$ cat src/logic/pmc_defines.vh
// Constants shared by the management and strap-configuration block.
// Included by bare name from the frame engine, the top level and the bench; the reset stretcher does not include it.
`ifndef PMC_DEFINES_VH
`define PMC_DEFINES_VH

// ******************************************************************
// Register bus offsets (byte addresses, one 32-bit word each).
// ******************************************************************
`define PMC_OFS_CTRL 5'h00
`define PMC_OFS_STATUS 5'h04
`define PMC_OFS_IRQ_STAT 5'h08
`define PMC_OFS_IRQ_MASK 5'h0C

// Control and interrupt fields.
`define PMC_CTRL_SOFT_RST 0
`define PMC_IRQ_W 5
`define PMC_IRQ_RESET_DONE 0
`define PMC_IRQ_MDIO_WR 1
`define PMC_IRQ_MDIO_RD 2
`define PMC_IRQ_BLOCKED 3
`define PMC_IRQ_STAT_CHG 4
`define PMC_IRQ_MASK_RST 5'h00

// ******************************************************************
// Serial management frame and register map.
// ******************************************************************
`define PMC_PRE_ONES 6'h20
`define PMC_OP_WRITE 2'h1
`define PMC_OP_READ 2'h2
`define PMC_MREG_CTRL 5'h00
`define PMC_MREG_MODE 5'h10
`define PMC_MREG_INT_EN 5'h12
`define PMC_MREG_INT_STAT 5'h13
`define PMC_MREG_RST 16'h0000
`define PMC_CTRL_RESET_BIT 15
`define PMC_MODE_FIBER_BIT 0
`define PMC_INT_EN_BIT 1
`define PMC_INT_STAT_CHG_BIT 2

// ******************************************************************
// Timing.
// ******************************************************************
`define PMC_CLK_MHZ 100
`define PMC_RESET_EXT_NS 258000

`endif

$ cat src/logic/pmc_reset_seq.v
// Reset stretcher and strap latch of the management block.
// Assumes the reset request and strap pins are already synchronised.
`timescale 1ns/1ns
`default_nettype none
module pmc_reset_seq #(
   parameter EXT_CYCLES = 25800
) (
   input wire clk,
   input wire rst,
   input wire req,
   input wire media_pin,
   input wire [4:0] addr_pin,
   output reg busy_q,
   output reg done_q,
   output reg fiber_q,
   output reg [4:0] addr_q
);

   // The count is cut to the counter width on purpose.
   localparam [31:0] LAST_W = EXT_CYCLES - 1;
   localparam [23:0] LAST = LAST_W[23:0];
   reg [23:0] cnt_q;

   // The reset cycle runs on for a fixed time after the request drops.
   always @(posedge clk) begin
      if (rst) begin
         busy_q <= 1'b1;
         done_q <= 1'b0;
         fiber_q <= 1'b0;
         addr_q <= 5'h00;
         cnt_q <= 24'h000000;
      end else begin
         done_q <= 1'b0;
         if (req) begin
            busy_q <= 1'b1;
            cnt_q <= 24'h000000;
         end else if (busy_q) begin
            if (cnt_q == LAST) begin
               busy_q <= 1'b0;
               done_q <= 1'b1;
               fiber_q <= media_pin;
               addr_q <= addr_pin;
            end else begin
               cnt_q <= cnt_q + 24'h000001;
            end
         end
      end
   end

endmodule
`default_nettype wire

$ cat src/logic/pmc_mdio_slave.v
// Serial management frame engine: decodes frames, answers reads.
// Assumes a one-cycle pulse at each management clock rising edge and
// a synchronised data sample that is stable at that pulse.
`timescale 1ns/1ns
`default_nettype none
`include "pmc_defines.vh"
module pmc_mdio_slave (
   input wire clk,
   input wire rst,
   input wire mdc_rise,
   input wire mdio_in,
   input wire [4:0] phy_addr,
   input wire access_off,
   input wire [15:0] rd_data,
   output reg [4:0] reg_addr_q,
   output reg rd_pulse_q,
   output reg wr_pulse_q,
   output reg blk_pulse_q,
   output reg [15:0] wr_data_q,
   output reg mdio_o_q,
   output reg mdio_oe_q
);

   localparam [3:0] S_PRE = 4'h1;
   localparam [3:0] S_HDR = 4'h2;
   localparam [3:0] S_TA = 4'h4;
   localparam [3:0] S_DATA = 4'h8;

   reg [3:0] st_q;
   reg [5:0] ones_q;
   reg [4:0] cnt_q;
   reg [15:0] sh_q;
   reg is_rd_q;
   wire [12:0] hdr = {sh_q[11:0], mdio_in};
   wire hdr_ok = hdr[12] && (hdr[9:5] == phy_addr) &&
      (hdr[11:10] == `PMC_OP_READ || hdr[11:10] == `PMC_OP_WRITE);

   // All moves happen on the management clock rising edge.
   always @(posedge clk) begin
      if (rst) begin
         st_q <= S_PRE;
         ones_q <= 6'h00;
         cnt_q <= 5'h00;
         sh_q <= 16'h0000;
         is_rd_q <= 1'b0;
         reg_addr_q <= 5'h00;
         rd_pulse_q <= 1'b0;
         wr_pulse_q <= 1'b0;
         blk_pulse_q <= 1'b0;
         wr_data_q <= 16'h0000;
         mdio_o_q <= 1'b0;
         mdio_oe_q <= 1'b0;
      end else begin
         rd_pulse_q <= 1'b0;
         wr_pulse_q <= 1'b0;
         blk_pulse_q <= 1'b0;
         if (mdc_rise) begin
            case (st_q)
               S_PRE: begin
                  if (mdio_in) begin
                     if (ones_q != `PMC_PRE_ONES) begin
                        ones_q <= ones_q + 6'h01;
                     end
                  end else begin
                     if (ones_q == `PMC_PRE_ONES) begin
                        st_q <= S_HDR;
                        cnt_q <= 5'h00;
                     end
                     ones_q <= 6'h00;
                  end
               end
               S_HDR: begin
                  sh_q <= {sh_q[14:0], mdio_in};
                  cnt_q <= cnt_q + 5'h01;
                  if (cnt_q == 5'h0C) begin
                     cnt_q <= 5'h00;
                     reg_addr_q <= hdr[4:0];
                     is_rd_q <= (hdr[11:10] == `PMC_OP_READ);
                     if (hdr_ok && !access_off) begin
                        st_q <= S_TA;
                     end else begin
                        blk_pulse_q <= hdr_ok;
                        st_q <= S_PRE;
                     end
                  end
               end
               S_TA: begin
                  cnt_q <= cnt_q + 5'h01;
                  if (cnt_q == 5'h00) begin
                     if (is_rd_q) begin
                        mdio_oe_q <= 1'b1;
                        mdio_o_q <= 1'b0;
                        sh_q <= rd_data;
                        rd_pulse_q <= 1'b1;
                     end
                  end else begin
                     st_q <= S_DATA;
                     cnt_q <= 5'h00;
                     if (is_rd_q) begin
                        mdio_o_q <= sh_q[15];
                        sh_q <= {sh_q[14:0], 1'b0};
                     end
                  end
               end
               S_DATA: begin
                  cnt_q <= cnt_q + 5'h01;
                  if (is_rd_q) begin
                     mdio_o_q <= sh_q[15];
                     sh_q <= {sh_q[14:0], 1'b0};
                  end else begin
                     sh_q <= {sh_q[14:0], mdio_in};
                  end
                  if (cnt_q == 5'h0F) begin
                     st_q <= S_PRE;
                     mdio_oe_q <= 1'b0;
                     mdio_o_q <= 1'b0;
                     wr_pulse_q <= !is_rd_q;
                     wr_data_q <= {sh_q[14:0], mdio_in};
                  end
               end
               default: begin
                  st_q <= S_PRE;
                  mdio_oe_q <= 1'b0;
               end
            endcase
         end
      end
   end

endmodule
`default_nettype wire

$ cat src/logic/pmc_top.v
// Management and strap-configuration logic of a 10/100 transceiver.
// Holds the serial management register set, the reset stretcher,
// the strap latch, the status-change interrupt pin and an
// Avalon-MM register window for local software.
// Assumes one 100 MHz clock; every pin input is asynchronous to it,
// and the management clock is slower than a quarter of it.
`timescale 1ns/1ns
`default_nettype none
`include "pmc_defines.vh"
module pmc_top #(
   parameter RESET_EXT_CYCLES = (`PMC_RESET_EXT_NS * `PMC_CLK_MHZ) / 1000
) (
   input wire core_clk,
   input wire rst,
   input wire [4:0] avs_address,
   input wire avs_read,
   input wire avs_write,
   input wire [31:0] avs_writedata,
   input wire [3:0] avs_byteenable,
   output reg [31:0] avs_readdata,
   output reg avs_waitrequest,
   output reg irq,
   input wire hw_reset_n,
   input wire mgmt_access_disable,
   input wire mdc,
   input wire mdio_i,
   output wire mdio_o,
   output wire mdio_oe,
   output wire status_change_irq_n_o,
   output reg status_change_irq_n_oe,
   input wire signal_detect_media_sel,
   input wire [4:0] phy_addr_strap,
   output reg fiber_mode,
   output reg signal_detect,
   input wire status_event
);

   // ***************************************************************
   // Pin synchronisers.
   // ***************************************************************
   // Order: addr(5), reset_n, disable, media, mdio, mdc.
   wire [9:0] pins = {phy_addr_strap, hw_reset_n, mgmt_access_disable,
      signal_detect_media_sel, mdio_i, mdc};
   reg [9:0] pin_m_q;
   reg [9:0] pin_s_q;
   reg mdc_prev_q;

   // The first stage feeds only the second stage.
   always @(posedge core_clk) begin
      if (rst) begin
         pin_m_q <= 10'h010;
         pin_s_q <= 10'h010;
         mdc_prev_q <= 1'b0;
      end else begin
         pin_m_q <= pins;
         pin_s_q <= pin_m_q;
         mdc_prev_q <= pin_s_q[0];
      end
   end

   wire mdc_rise = pin_s_q[0] && !mdc_prev_q;
   wire mdio_s = pin_s_q[1];
   wire media_s = pin_s_q[2];
   wire dis_s = pin_s_q[3];
   wire hw_rst_n_s = pin_s_q[4];
   wire [4:0] addr_s = pin_s_q[9:5];

   // ***************************************************************
   // Reset sequencing and straps.
   // ***************************************************************
   reg soft_rst_q;
   reg mreg_rst_q;
   wire busy;
   wire done;
   wire fiber_strap;
   wire [4:0] dev_addr;

   wire rst_req = !hw_rst_n_s || soft_rst_q || mreg_rst_q;

   pmc_reset_seq #(
      .EXT_CYCLES(RESET_EXT_CYCLES)
   ) u_rst (
      .clk(core_clk),
      .rst(rst),
      .req(rst_req),
      .media_pin(media_s),
      .addr_pin(addr_s),
      .busy_q(busy),
      .done_q(done),
      .fiber_q(fiber_strap),
      .addr_q(dev_addr)
   );

   wire dev_rst = rst || busy;

   // ***************************************************************
   // Serial management port.
   // ***************************************************************
   wire [4:0] m_addr;
   wire m_rd;
   wire m_wr;
   wire m_blk;
   wire [15:0] m_wdata;
   reg [15:0] m_rdata;

   pmc_mdio_slave u_mdio (
      .clk(core_clk),
      .rst(dev_rst),
      .mdc_rise(mdc_rise),
      .mdio_in(mdio_s),
      .phy_addr(dev_addr),
      .access_off(dis_s),
      .rd_data(m_rdata),
      .reg_addr_q(m_addr),
      .rd_pulse_q(m_rd),
      .wr_pulse_q(m_wr),
      .blk_pulse_q(m_blk),
      .wr_data_q(m_wdata),
      .mdio_o_q(mdio_o),
      .mdio_oe_q(mdio_oe)
   );

   // ***************************************************************
   // Management register set.
   // ***************************************************************
   reg [14:0] mctrl_q;
   reg [15:0] mmode_q;
   reg [15:0] minten_q;
   reg chg_pend_q;
   reg sd_prev_q;
   wire chg_ev;

   // Write-only-when-addressed registers; only the mode fiber bit default comes from the strap.
   always @(posedge core_clk) begin
      if (dev_rst) begin
         mctrl_q <= 15'h0000;
         mmode_q <= `PMC_MREG_RST;
         minten_q <= `PMC_MREG_RST;
         mreg_rst_q <= 1'b0;
      end else begin
         mreg_rst_q <= 1'b0;
         if (done) begin
            mmode_q[`PMC_MODE_FIBER_BIT] <= fiber_strap;
         end else if (m_wr) begin
            case (m_addr)
               `PMC_MREG_CTRL: begin
                  mctrl_q <= m_wdata[14:0];
                  mreg_rst_q <= m_wdata[`PMC_CTRL_RESET_BIT];
               end
               `PMC_MREG_MODE: mmode_q <= m_wdata;
               `PMC_MREG_INT_EN: minten_q <= m_wdata;
               default: mctrl_q <= mctrl_q;
            endcase
         end
      end
   end

   // Read data is picked by the register address the frame carries.
   always @* begin
      case (m_addr)
         `PMC_MREG_CTRL: m_rdata = {1'b0, mctrl_q};
         `PMC_MREG_MODE: m_rdata = mmode_q;
         `PMC_MREG_INT_EN: m_rdata = minten_q;
         `PMC_MREG_INT_STAT: m_rdata = {13'h0000, chg_pend_q, 2'h0};
         default: m_rdata = 16'h0000;
      endcase
   end

   // ***************************************************************
   // Media mode, signal detect and the status-change pin.
   // ***************************************************************
   wire fiber_now = mmode_q[`PMC_MODE_FIBER_BIT];
   wire sd_now = fiber_now && !busy && media_s;
   assign chg_ev = (sd_now != sd_prev_q) || status_event;

   // A change caught in the clearing cycle stays pending.
   always @(posedge core_clk) begin
      if (dev_rst) begin
         chg_pend_q <= 1'b0;
         sd_prev_q <= 1'b0;
      end else begin
         sd_prev_q <= sd_now;
         if (chg_ev) begin
            chg_pend_q <= 1'b1;
         end else if (m_rd && m_addr == `PMC_MREG_INT_STAT) begin
            chg_pend_q <= 1'b0;
         end
      end
   end

   // Open drain: the pin is only ever pulled low or released.
   assign status_change_irq_n_o = 1'b0;

   // Pin and mode outputs, all registered.
   always @(posedge core_clk) begin
      if (dev_rst) begin
         status_change_irq_n_oe <= 1'b0;
         fiber_mode <= 1'b0;
         signal_detect <= 1'b0;
      end else begin
         status_change_irq_n_oe <= chg_pend_q && minten_q[`PMC_INT_EN_BIT];
         fiber_mode <= fiber_now;
         signal_detect <= sd_now;
      end
   end

   // ***************************************************************
   // Avalon-MM register window.
   // ***************************************************************
   reg [4:0] irq_stat_q;
   reg [4:0] irq_mask_q;
   wire req = avs_read || avs_write;
   wire acc = req && !avs_waitrequest;
   wire wr_acc = acc && avs_write && avs_byteenable[0];
   wire [4:0] events = {chg_ev, m_blk, m_rd, m_wr, done};
   reg [4:0] w1c;
   reg [4:0] irq_stat_d;
   reg [31:0] rdata_d;

   // Next interrupt status: set beats a clear in the same cycle.
   always @* begin
      w1c = 5'h00;
      if (wr_acc && avs_address == `PMC_OFS_IRQ_STAT) begin
         w1c = avs_writedata[4:0];
      end
      irq_stat_d = (irq_stat_q & ~w1c) | events;
   end

   // Read mux; unmapped offsets read as zero.
   always @* begin
      case (avs_address)
         `PMC_OFS_CTRL: rdata_d = {31'h00000000, soft_rst_q};
         `PMC_OFS_STATUS: rdata_d = {22'h000000, chg_pend_q, dev_addr,
            dis_s, sd_now, fiber_now, busy};
         `PMC_OFS_IRQ_STAT: rdata_d = {27'h0000000, irq_stat_q};
         `PMC_OFS_IRQ_MASK: rdata_d = {27'h0000000, irq_mask_q};
         default: rdata_d = 32'h00000000;
      endcase
   end

   // One wait cycle per access keeps read data and outputs registered.
   always @(posedge core_clk) begin
      if (rst) begin
         avs_waitrequest <= 1'b1;
         avs_readdata <= 32'h00000000;
         irq_stat_q <= 5'h00;
         irq_mask_q <= `PMC_IRQ_MASK_RST;
         soft_rst_q <= 1'b0;
         irq <= 1'b0;
      end else begin
         avs_waitrequest <= !(req && avs_waitrequest);
         if (req && avs_waitrequest) begin
            avs_readdata <= avs_read ? rdata_d : 32'h00000000;
         end
         irq_stat_q <= irq_stat_d;
         irq <= |(irq_stat_d & irq_mask_q);
         soft_rst_q <= 1'b0;
         if (wr_acc && avs_address == `PMC_OFS_CTRL) begin
            soft_rst_q <= avs_writedata[`PMC_CTRL_SOFT_RST];
         end
         if (wr_acc && avs_address == `PMC_OFS_IRQ_MASK) begin
            irq_mask_q <= avs_writedata[4:0];
         end
      end
   end

endmodule
`default_nettype wire

$ cat config.mk
export PLATFORM = sky130hd
export DESIGN_NAME = pmc_top
export DESIGN_NICKNAME = d
export VERILOG_FILES = /design/src/logic/pmc_reset_seq.v /design/src/logic/pmc_mdio_slave.v /design/src/logic/pmc_top.v
export VERILOG_INCLUDE_DIRS = /design/src /design/src/logic
export SDC_FILE = /design/constraint.sdc
export NUM_CORES = 1
export LEC_CHECK = 0
export ABC_AREA = 1
export BUFFER_PORTS_ARGS = -buffer_cell sky130_fd_sc_hd__buf_2
export CELL_PAD_IN_SITES_DETAIL_PLACEMENT = 1
export CELL_PAD_IN_SITES_GLOBAL_PLACEMENT = 1
export CORE_ASPECT_RATIO = 0.75
export CORE_MARGIN = 2
export CORE_UTILIZATION = 30
export DETAILED_ROUTE_END_ITERATION = 16
export PLACE_DENSITY = 0.58
export SETUP_SLACK_MARGIN = 0.4
export SYNTH_ARGS = -nofsm -noshare
export SYNTH_HDL_FRONTEND = slang
export SYNTH_SLANG_ARGS = --single-unit
$ cat constraint.sdc
create_clock -name core_clk -period 2.1 [get_ports core_clk]
set_clock_uncertainty 0.1 [all_clocks]
set_input_delay 0.21 -clock core_clk [delete_from_list [all_inputs] [get_ports core_clk]]
set_output_delay 0.21 -clock core_clk [all_outputs]
set_load 0.01 [all_outputs]
* Word level (Yosys, flattened, before mapping) *
Cells that the tools add are included.

word-level totals
  word-level logic and storage cells = 186
  memories = 0
  flip-flop bits (word level) = 208
  bits in writable memories = 0
  bits in latches = 0
  input bits = 56
  ROM bits = 0

operators by class
  divide/modulo/power cells = 0
  bitwise operators = 19
  equal/unequal tests = 28
  magnitude comparators = 0
  multipliers = 0
  reductions and logical operators = 60
  muxes and demuxes = 41
  shifts and indexed selects = 0
  add/sub/neg operators = 3

operator list
  kind                     count
  $pmux W16 S4             1
  $mux W16                 3
  $pmux W16 S3             1
  $pmux W10 S4             1
  $mux W32                 1
  $reduce_and A3 Y1        9
  $mux W5                  5
  $add A24 B1 Y24 const B  1
  $eq A24 B15 Y1 const B   1
  $eq A5 B4 Y1 const B     4
  $mux W4                  5
  $pmux W5 S4              1
  $mux W1                  17
  $pmux W4 S4              1
  $eq A5 B5 Y1 const B     3
  $logic_and A1 B1 Y1      15
  $logic_not A5 Y1         3
  $not A1 Y1               15
  $mux W6                  2
  $ne A2 B1 Y1 const B     6
  $reduce_or A4 Y1         3
  $and A5 B5 Y5            2
  $reduce_or A5 Y1         2
  $reduce_bool A2 Y1       4
  30 further kinds         45

* Logic depth before layout (Yosys ltp) *
Gate-level depths: netlist of run 1.

  word-level depth = 11
  depth in mapped cells = 13
  gate-level depth less buffers = 13

* Hierarchy *
From an unflattened synthesis of run 1, not the netlist that was laid out.

second synthesis, totals
  cells, all modules = 1236
  area, all modules = 8544.4 um^2

by module, submodules not included
  module          times used  cells each  area an instance (um^2)
  pmc_top         1           540         3913.8
  pmc_mdio_slave  1           431         2881.5
  pmc_reset_seq   1           265         1749.2

* Least setup slack after synthesis of run 1 *
Ideal clock, no wire load.

  path kind = register to register
  from = register u_mdio.cnt_q[0]
  to = register u_mdio.wr_data_q[15]
  setup time = 0.116 ns
  clock period less this slack = 1.741 ns
  setup slack = 0.359 ns
  required time = 1.884 ns
  cell stages (with the launch flop) = 11
  buffers on the path = 1
  arrival time = 1.525 ns
  cells stage by stage = dfxtp_1 > ha_1 > nand2_1 > nor2_1 > ha_1 > inv_1 > nor3_2 > clkbuf_1 > inv_1 > nor2_1 > nor2_1

on the way
  word-level cells in the longest chain between the ends = 2

ends and longest elaborated chain
  what                         line                  text
  from (decl)                  pmc_mdio_slave.v:31   reg [4:0] cnt_q;
  from (signal assigned)       pmc_mdio_slave.v:74   cnt_q <= cnt_q + 5'h01;
  from (signal assigned)       pmc_mdio_slave.v:88   cnt_q <= cnt_q + 5'h01;
  from (signal assigned)       pmc_mdio_slave.v:106  cnt_q <= cnt_q + 5'h01;
  $eq A5 B4 Y1                 pmc_mdio_slave.v:113  if (cnt_q == 5'h0F) begin
  $reduce_and A3 Y1 (no line)  --
  to (signal assigned)         pmc_mdio_slave.v:118  wr_data_q <= {sh_q[14:0], mdio_in};
  to (decl)                    pmc_mdio_slave.v:19   output reg [15:0] wr_data_q,

Every way passes these cells.
A chain may end at the register's enable or synchronous reset.

* Final worst setup path of run 1 *
  from = register u_mdio.cnt_q[1]
  to = register u_mdio.wr_data_q[3]

Same word-level chain as after synthesis.

==> results of run 1 <==
## worst max-delay path: stages, from the launching register on
cell and delay [ns]:
dfxtp_4 0.40, ha_4 0.16, nand2_4 0.06, nor2_4 0.11, ha_4 0.14, inv_2 0.05, nor3_4 0.22, buf_6 0.17
buf_12 0.16, inv_6 0.04, nor2_2 0.09, nor2_1 0.04
## cells by family (layout without fill, tap and decap cells)
logic type | after synthesis | after routing | synth area share
AOI/OAI and AO/OA | 232 | 232 | 0.147
xor gates and xnor gates | 13 | 13 | 0.0132
adders and majority gates | 7 | 7 | 0.0102
buffers and inverters | 212 | 337 | 0.108
DFF | 186 | 186 | 0.433
other | 1 | 23 | 0.000436
and+or+nand+nor | 582 | 582 | 0.289
## cells in the mapped netlist (all sizes together), types with 2 or more instances
cell type,count,share of area
nand2,258,0.12
nor3,18,0.014
buf,42,0.033
inv,149,0.066
o211ai,22,0.019
or2,3,0.0022
a21oi,97,0.059
nor2,226,0.11
xor2,13,0.013
nand4,9,0.0065
ha,7,0.010
o22ai,2,0.0015
clkbuf,21,0.0092
nand3,60,0.038
dfxtp,186,0.43
nor4,3,0.0022
o21ai,104,0.061
nand3b,5,0.0044
## per-stage QoR
stage | util | std cells | hold slack [ns]
global placement | 0.335 | 1662 | 0.293
global route | 0.418 | 1765 | 0.0379
finish | 0.418 | 1765 | 0.0177
CTS | 0.381 | 1730 | 0.00135
floorplan | - | 1255 | 0.214
detailed placement | 0.335 | 1662 | 0.297
## report_power, final
group	leakage (nW)	internal, mW	switching, mW
sequential	1.52	3.54	0.0157
combinational	2.93	0.0933	0.144
clock	0.299	1.63	1.72
## placed cells by master (no fill, tap or decap), types with 40 or more instances in the layout
| cell type | n |
|---|---|
| nand2_1 | 210 |
| nor2_1 | 187 |
| dfxtp_1 | 161 |
| inv_1 | 124 |
| a21oi_1 | 69 |
| o21ai_0 | 66 |
| buf_4 | 63 |
| buf_2 | 42 |
| nand3_1 | 40 |
## layer usage
metal,vias up,track usage,wire length [um]
li1,4163,-,-
met1,4031,0.285,15500
met2,99,0.285,12400
met3,23,0.0309,740
met4,0,0.0485,332
met5,-,0,0
## flip-flops by register name, indices dropped and copies added (netlist names), 4 cells and up
register and cells:
avs_readdata 10, pin_m_q 10, u_mdio.ones_q 6, u_mdio.reg_addr_q 5, u_mdio.st_q 4, mmode_q 16
u_mdio.wr_data_q 16, u_mdio.cnt_q 5, irq_stat_q 5, mctrl_q 15, irq_mask_q 5, u_rst.addr_q 5
u_rst.cnt_q 24, u_mdio.sh_q 16, minten_q 16, pin_s_q 10
## area by class of cell
cell class | count | area, um^2 | share of cell area
tap | 385 | 482 | 0.0410
clock inverter | 15 | 191 | 0.0163
timing repair buffer | 156 | 1440 | 0.123
inverter | 149 | 614 | 0.0523
clock buffer | 17 | 425 | 0.0362
sequential | 186 | 3770 | 0.321
multi-input combinational | 857 | 4820 | 0.411
## what timing repair did
action                     in CTS  in global routing
setup endpoints to repair     110                134
cloned                          4                  4
hold buffers                   16                  0
pin swaps                      39                 68
setup buffers                  16                 31
hold endpoints to repair       20                  0
gates resized for setup       103                218
## final timing paths
path	end	slack [ns]
hold reg to reg	pin_s_q[2]$_SDFF_PP0_	0.31
hold / removal	chg_pend_q$_SDFFE_PP0P_	0.02
setup / recovery	u_mdio.wr_data_q[3]$_SDFFE_PP0P_	0.25
setup reg to reg	u_mdio.wr_data_q[3]$_SDFFE_PP0P_	0.25
==> flow_summary.yaml, run 1 <==
run_status:
  status: "finished clean"
die:
  dieArea_mm2: 0.0301
  boundaryPins: 96
  row_count: 53
  coreArea_mm2: 0.0281
  die_w_um: 200
  die_h_um: 151
  start_util: 0.306
pwr:
  ir_drop_v: 0.000504
  leakagePower_nw: 4.74
  power.density_mw_per_mm2: 609
  p_total_mw: 7.15
yosys:
  yosysWarnings: 0
  synth-edff-count: 0
  yosysUniqueCellTypes: 41
  synthCells: 1233
  yosysSeqAreaShare: 0.433
  async_reset_ff_frac: 0
  ys_ff_latch: 186
  synthFlopType: "dfxtp_1"
  syn_area_per_cell_um2: 6.98
  syn_area_mm2: 0.00860
hold_path:
  min_path_cells: 4
  hold_class: "input port to flip-flop"
  min_from: "status_event"
timing:
  finalSetupTns_ns: 0
  fmax_mhz: 540
  setup_ws_ns: 0.247
  period_share: 0.882
  hold_viol: 0
  layout_min_cycle_time_ns: 1.85
  slew_violations: 0
  rsz0062_at_grt: "yes"
  setup_viol: 0
setup_path:
  path_class: "flip-flop to flip-flop"
  rr_startpoint: "u_mdio.cnt_q[1]$_SDFFE_PP0P_"
  critPathArrivalTime_ns: 2.10
  crit_required_ns: 2.35
  path_max_fanout: 8
  r2r_cells: 11
  critPathLaunchType: "flip-flop"
  cp-end-kind: "flip-flop"
  cp-startpoint: "u_mdio.cnt_q[1]$_SDFFE_PP0P_"
flow_run:
  max_cap_violations: 0
detailed_routing:
  first_pass_iters: 4
  initialDrtViolationCount: 282
  ant_nets: 0
  vias: 8316
  wl_per_cell_um: 16.4
  drc: 0
  drt_wl_total_um: 29000
  routed_via_density: 4.71
cells_and_area:
  drive_above_1_share: 0.286
  final_cell_area_mm2: 0.0117
  diodes: 0
  final_nets: 1430
  fillers: 3494
  syn_to_final_growth_pct: 36.5
place:
  dp_worst_setup_slack_ns: 0.114
  detailed_place_hpwl_um: 18800
  io_buffers: 42
  place_congestion: 0.827
  placed_area_mm2: 0.00941
clock_tree:
  clk_root_buffer_cell: "clkbuf_16"
  cts_max_path_buffers: 2
  cts.sinks: 186
  htree_levels: 4
  cts_buffers: 17
  clk_pin_slew_ns: 0.08
  clk_latency_ns: 0.45
  cts_tree: "yes"
global_routing:
  grt_util_all_layers: 0.191
  antenna_found_initial: 0
  grt_max_degree: 63
  grt_overflow: 0
  grt_pass1_vias: 8035
  grt_pass1_wl_um: 44200
(Power assumes the default switching activity.)
==> run 2, diff against run 1 <==
--- a/config.mk
+++ b/config.mk
@@ -6,7 +6,6 @@
 export SDC_FILE = /design/constraint.sdc
 export NUM_CORES = 1
 export LEC_CHECK = 0
-export ABC_AREA = 1
 export BUFFER_PORTS_ARGS = -buffer_cell sky130_fd_sc_hd__buf_2
 export CELL_PAD_IN_SITES_DETAIL_PLACEMENT = 1
 export CELL_PAD_IN_SITES_GLOBAL_PLACEMENT = 1
@@ -14,7 +13,7 @@
 export CORE_MARGIN = 2
 export CORE_UTILIZATION = 30
 export DETAILED_ROUTE_END_ITERATION = 16
-export PLACE_DENSITY = 0.58
+export PLACE_DENSITY = 0.55
 export SETUP_SLACK_MARGIN = 0.4
 export SYNTH_ARGS = -nofsm -noshare
 export SYNTH_HDL_FRONTEND = slang
==> flow_summary.yaml, run 2 <==
global_routing:
  grt_pass1_wl_um: 38400
  grt_overflow: 0
  met3_usage: 0.0318
  grt_max_degree: 54
  grt-busiest-layer: "met2"
  use_met1: 0.260
  grt_util_all_layers: 0.182
  met2_usage: 0.284
  grt_pass1_vias: 6783
  antenna_found_initial: 1
cells_and_area:
  fin_cells: 1386
  drive_above_1_share: 0.352
  largest_register_ffs: 24
  final_nets: 1092
  top_register: "u_rst.cnt_q"
  diodes: 0
  final_common_cell: "dfxtp_1"
  layout_common_cells: "dfxtp_1, nor2_1, buf_4, nand2_1, mux2i_1"
  syn_to_final_growth_pct: 40.4
setup_path:
  cpPeakStageDelay_ns: 0.44
  path_max_fanout: 15
  ff2ff_setup_slack_ns: 0.02
  crit_path_top_delay_cell: "or4_4"
  crit_required_ns: 2.38
  cp-end-kind: "flip-flop"
  rr_startpoint: "u_mdio.cnt_q[0]$_SDFFE_PP0P_"
  critPathArrivalTime_ns: 2.36
  r2r_cells: 9
  path_class: "flip-flop to flip-flop"
  r2r-end: "u_mdio.sh_q[9]$_SDFFE_PP0P_"
  critPathLaunchType: "flip-flop"
  path_cells: "inv_2 -> ha_4 -> nor4b_4 -> nand2_2 -> buf_6 -> or4_4 -> buf_12 -> a2bb2oi_2 -> a21oi_1"
yosys:
  yosys.area_share.simple: 0.222
  muxShareOfSynthArea: 0.0763
  synth_top_area_share: 0.469
  synth_area_leaders: "dfxtp_1, mux2i_1, nor2_1, nand2_1, a21oi_1"
  syn_area_per_cell_um2: 9.08
  yosysMostFrequentCell: "dfxtp_1"
  synth_xor_area_frac: 0.0331
  async_reset_ff_frac: 0
  ys_ff_latch: 186
  yosysWarnings: 0
  synthFlopType: "dfxtp_1"
  synth_common_cells: "dfxtp_1, nor2_1, nand2_1"
  yosysUniqueCellTypes: 68
  synth_top_family_by_area: "simple AND/OR/NAND/NOR gates"
  synth-edff-count: 0
  yosys.area_share.adder: 0.0110
  synth_compound_area_frac: 0.131
  yosysSeqAreaShare: 0.469
  synth_top_cell_by_area: "dfxtp_1"
  syn_area_mm2: 0.00793
  synthCells: 874
clock_tree:
  clk_latency_ns: 0.45
  cts_buffers: 17
  htree_levels: 4
  clk_root_buffer_cell: "clkbuf_16"
  clk_pin_slew_ns: 0.07
  cts_max_path_buffers: 2
  cts_tree: "yes"
  cts.sinks: 186
hold_path:
  hold_end: "irq_mask_q[4]$_SDFFE_PP0P_"
  min_from: "avs_writedata[4]"
  min_path_cells: 5
  hold_class: "input port to flip-flop"
run_status:
  status: "finished clean"
place:
  place_congestion: 0.741
  io_buffers: 42
  detailed_place_hpwl_um: 16300
  dpl.cell_count: 1287
die:
  boundaryPins: 96
  die_w_um: 192
  coreArea_mm2: 0.0260
  row_count: 51
  die_h_um: 145
  dieArea_mm2: 0.0278
  start_util: 0.305
pwr:
  ir_drop_v: 0.000611
  p_clk_frac: 0.454
  leakagePower_nw: 3.99
  switching_share: 0.248
  p_int_mw: 5.19
  pwr-share-comb: 0.030
  p_seq_frac: 0.515
  power.density_mw_per_mm2: 620
  switchingPower_mw: 1.71
timing:
  layout_min_cycle_time_ns: 2.08
  whs_ns: 0.0765
  slew_violations: 0
  tightest_slew_ns: 1.13
  max_slew_margin: 0.237
  hold_viol: 0
  setup_viol: 0
  period_share: 0.992
  finalSetupTns_ns: 0
  fmax_mhz: 480
  rsz0062_at_grt: "yes"
detailed_routing:
  routed_via_density: 4.89
  drc: 0
  ant_nets: 0
  vias: 6784
  drt_wl_total_um: 25000
  initialDrtViolationCount: 313
  wl_per_cell_um: 18.0
  first_pass_iters: 5
flow_run:
  max_cap_violations: 0
## run 2: cell types whose count changed in the layout (fill, tap and decap cells not counted), sizes merged, moves of 32 or more
cell,previous run,this run
nand2,258,92
mux2i,0,56
a21oi,97,61
buf,137,169
nor2,226,119
nand3,60,17
inv,153,22
o21ai,104,27
## run 2: logic make-up (layout without fill, tap and decap cells)
kind of cell,count (synthesis),in the layout
fa+ha+maj,7,7
xor+xnor,30,30
other cells,1,23
flops,186,186
mux,60,60
buf+inv,87,233
compound gates,156,156
simple gates,347,347
## run 2: how the worst max path moves through the flow
stage                                    to                           from  slack [ns]  cells after the start
2_1_floorplan  u_rst.addr_q[0]$_SDFFE_PP0P_    u_rst.cnt_q[4]$_SDFFE_PP0P_        0.04                      6
3_3_place_gp    u_mdio.st_q[1]$_SDFFE_PP0P_  u_mdio.ones_q[1]$_SDFFE_PP0P_       -0.26                      7
3_5_place_dp    u_mdio.st_q[1]$_SDFFE_PP0P_  u_mdio.ones_q[1]$_SDFFE_PP0P_       -0.32                      7
4_1_cts         u_mdio.sh_q[5]$_SDFFE_PP0P_   u_mdio.cnt_q[1]$_SDFFE_PP0P_       0.003                      9
5_1_grt         u_mdio.sh_q[3]$_SDFFE_PP0P_   u_mdio.cnt_q[0]$_SDFFE_PP0P_       -0.12                      9
6_report        u_mdio.sh_q[9]$_SDFFE_PP0P_   u_mdio.cnt_q[0]$_SDFFE_PP0P_        0.02                      9
## run 2: metal layers
metal	up-vias	part of all wire	wire length [um]
met5	-	0	0
li1	3335	-	-
met2	94	0.44	11000
met3	14	0.031	775
met1	3341	0.52	13000
met4	0	0.0078	196
## run 2: worst max-delay path: cells and delay by family (launching register included)
| kind | cells | cell delay (ns) |
|---|---|---|
| and+or+nand+nor | 3 | 0.76 |
| adders and majority gates | 1 | 0.12 |
| buffers and inverters | 3 | 0.39 |
| AOI/OAI and AO/OA | 2 | 0.27 |
| DFF | 1 | 0.37 |
## run 2: what timing repair did
action,CTS,global route
endpoints found under the setup margin,124,125
gates cloned,3,1
hold endpoints to repair,19,0
buffers inserted,29,17
hold buffers,17,0
gates resized for setup,132,66
pin swaps,68,38
## run 2: cell type report
| class | instances | area [um^2] |
|---|---|---|
| fill | 2914 | 14800 |
| clock inverter | 15 | 130 |
| multi-input combinational | 623 | 4620 |
| sequential | 186 | 3770 |
| tap | 344 | 430 |
| timing repair buffer | 188 | 1710 |
| clock buffer | 17 | 425 |
| inverter | 13 | 48.8 |
## run 2: power by group through the flow
stage | registers (mW) | clock network [mW] | logic [mW]
final | 3.56 | 3.14 | 0.208
after global routing | 3.56 | 3.37 | 0.229
after CTS | 3.56 | 3.22 | 0.199
after detailed placement | 3.65 | 0 | 0.169
after global placement | 3.65 | 0 | 0.168
after floorplan | 3.64 | 0 | 0.131
## run 2: per-stage QoR
step | util | total power, mW | worst slack [ns] | instance area (um^2)
floorplan | - | 3.77 | 0.0416 | 8260
global placement | 0.353 | 3.81 | -0.257 | 9170
detailed placement | 0.353 | 3.81 | -0.318 | 9170
CTS | 0.412 | 6.97 | 0.00252 | 10700
global route | 0.429 | 7.15 | -0.122 | 11100
finish | 0.429 | 6.90 | 0.0167 | 11100
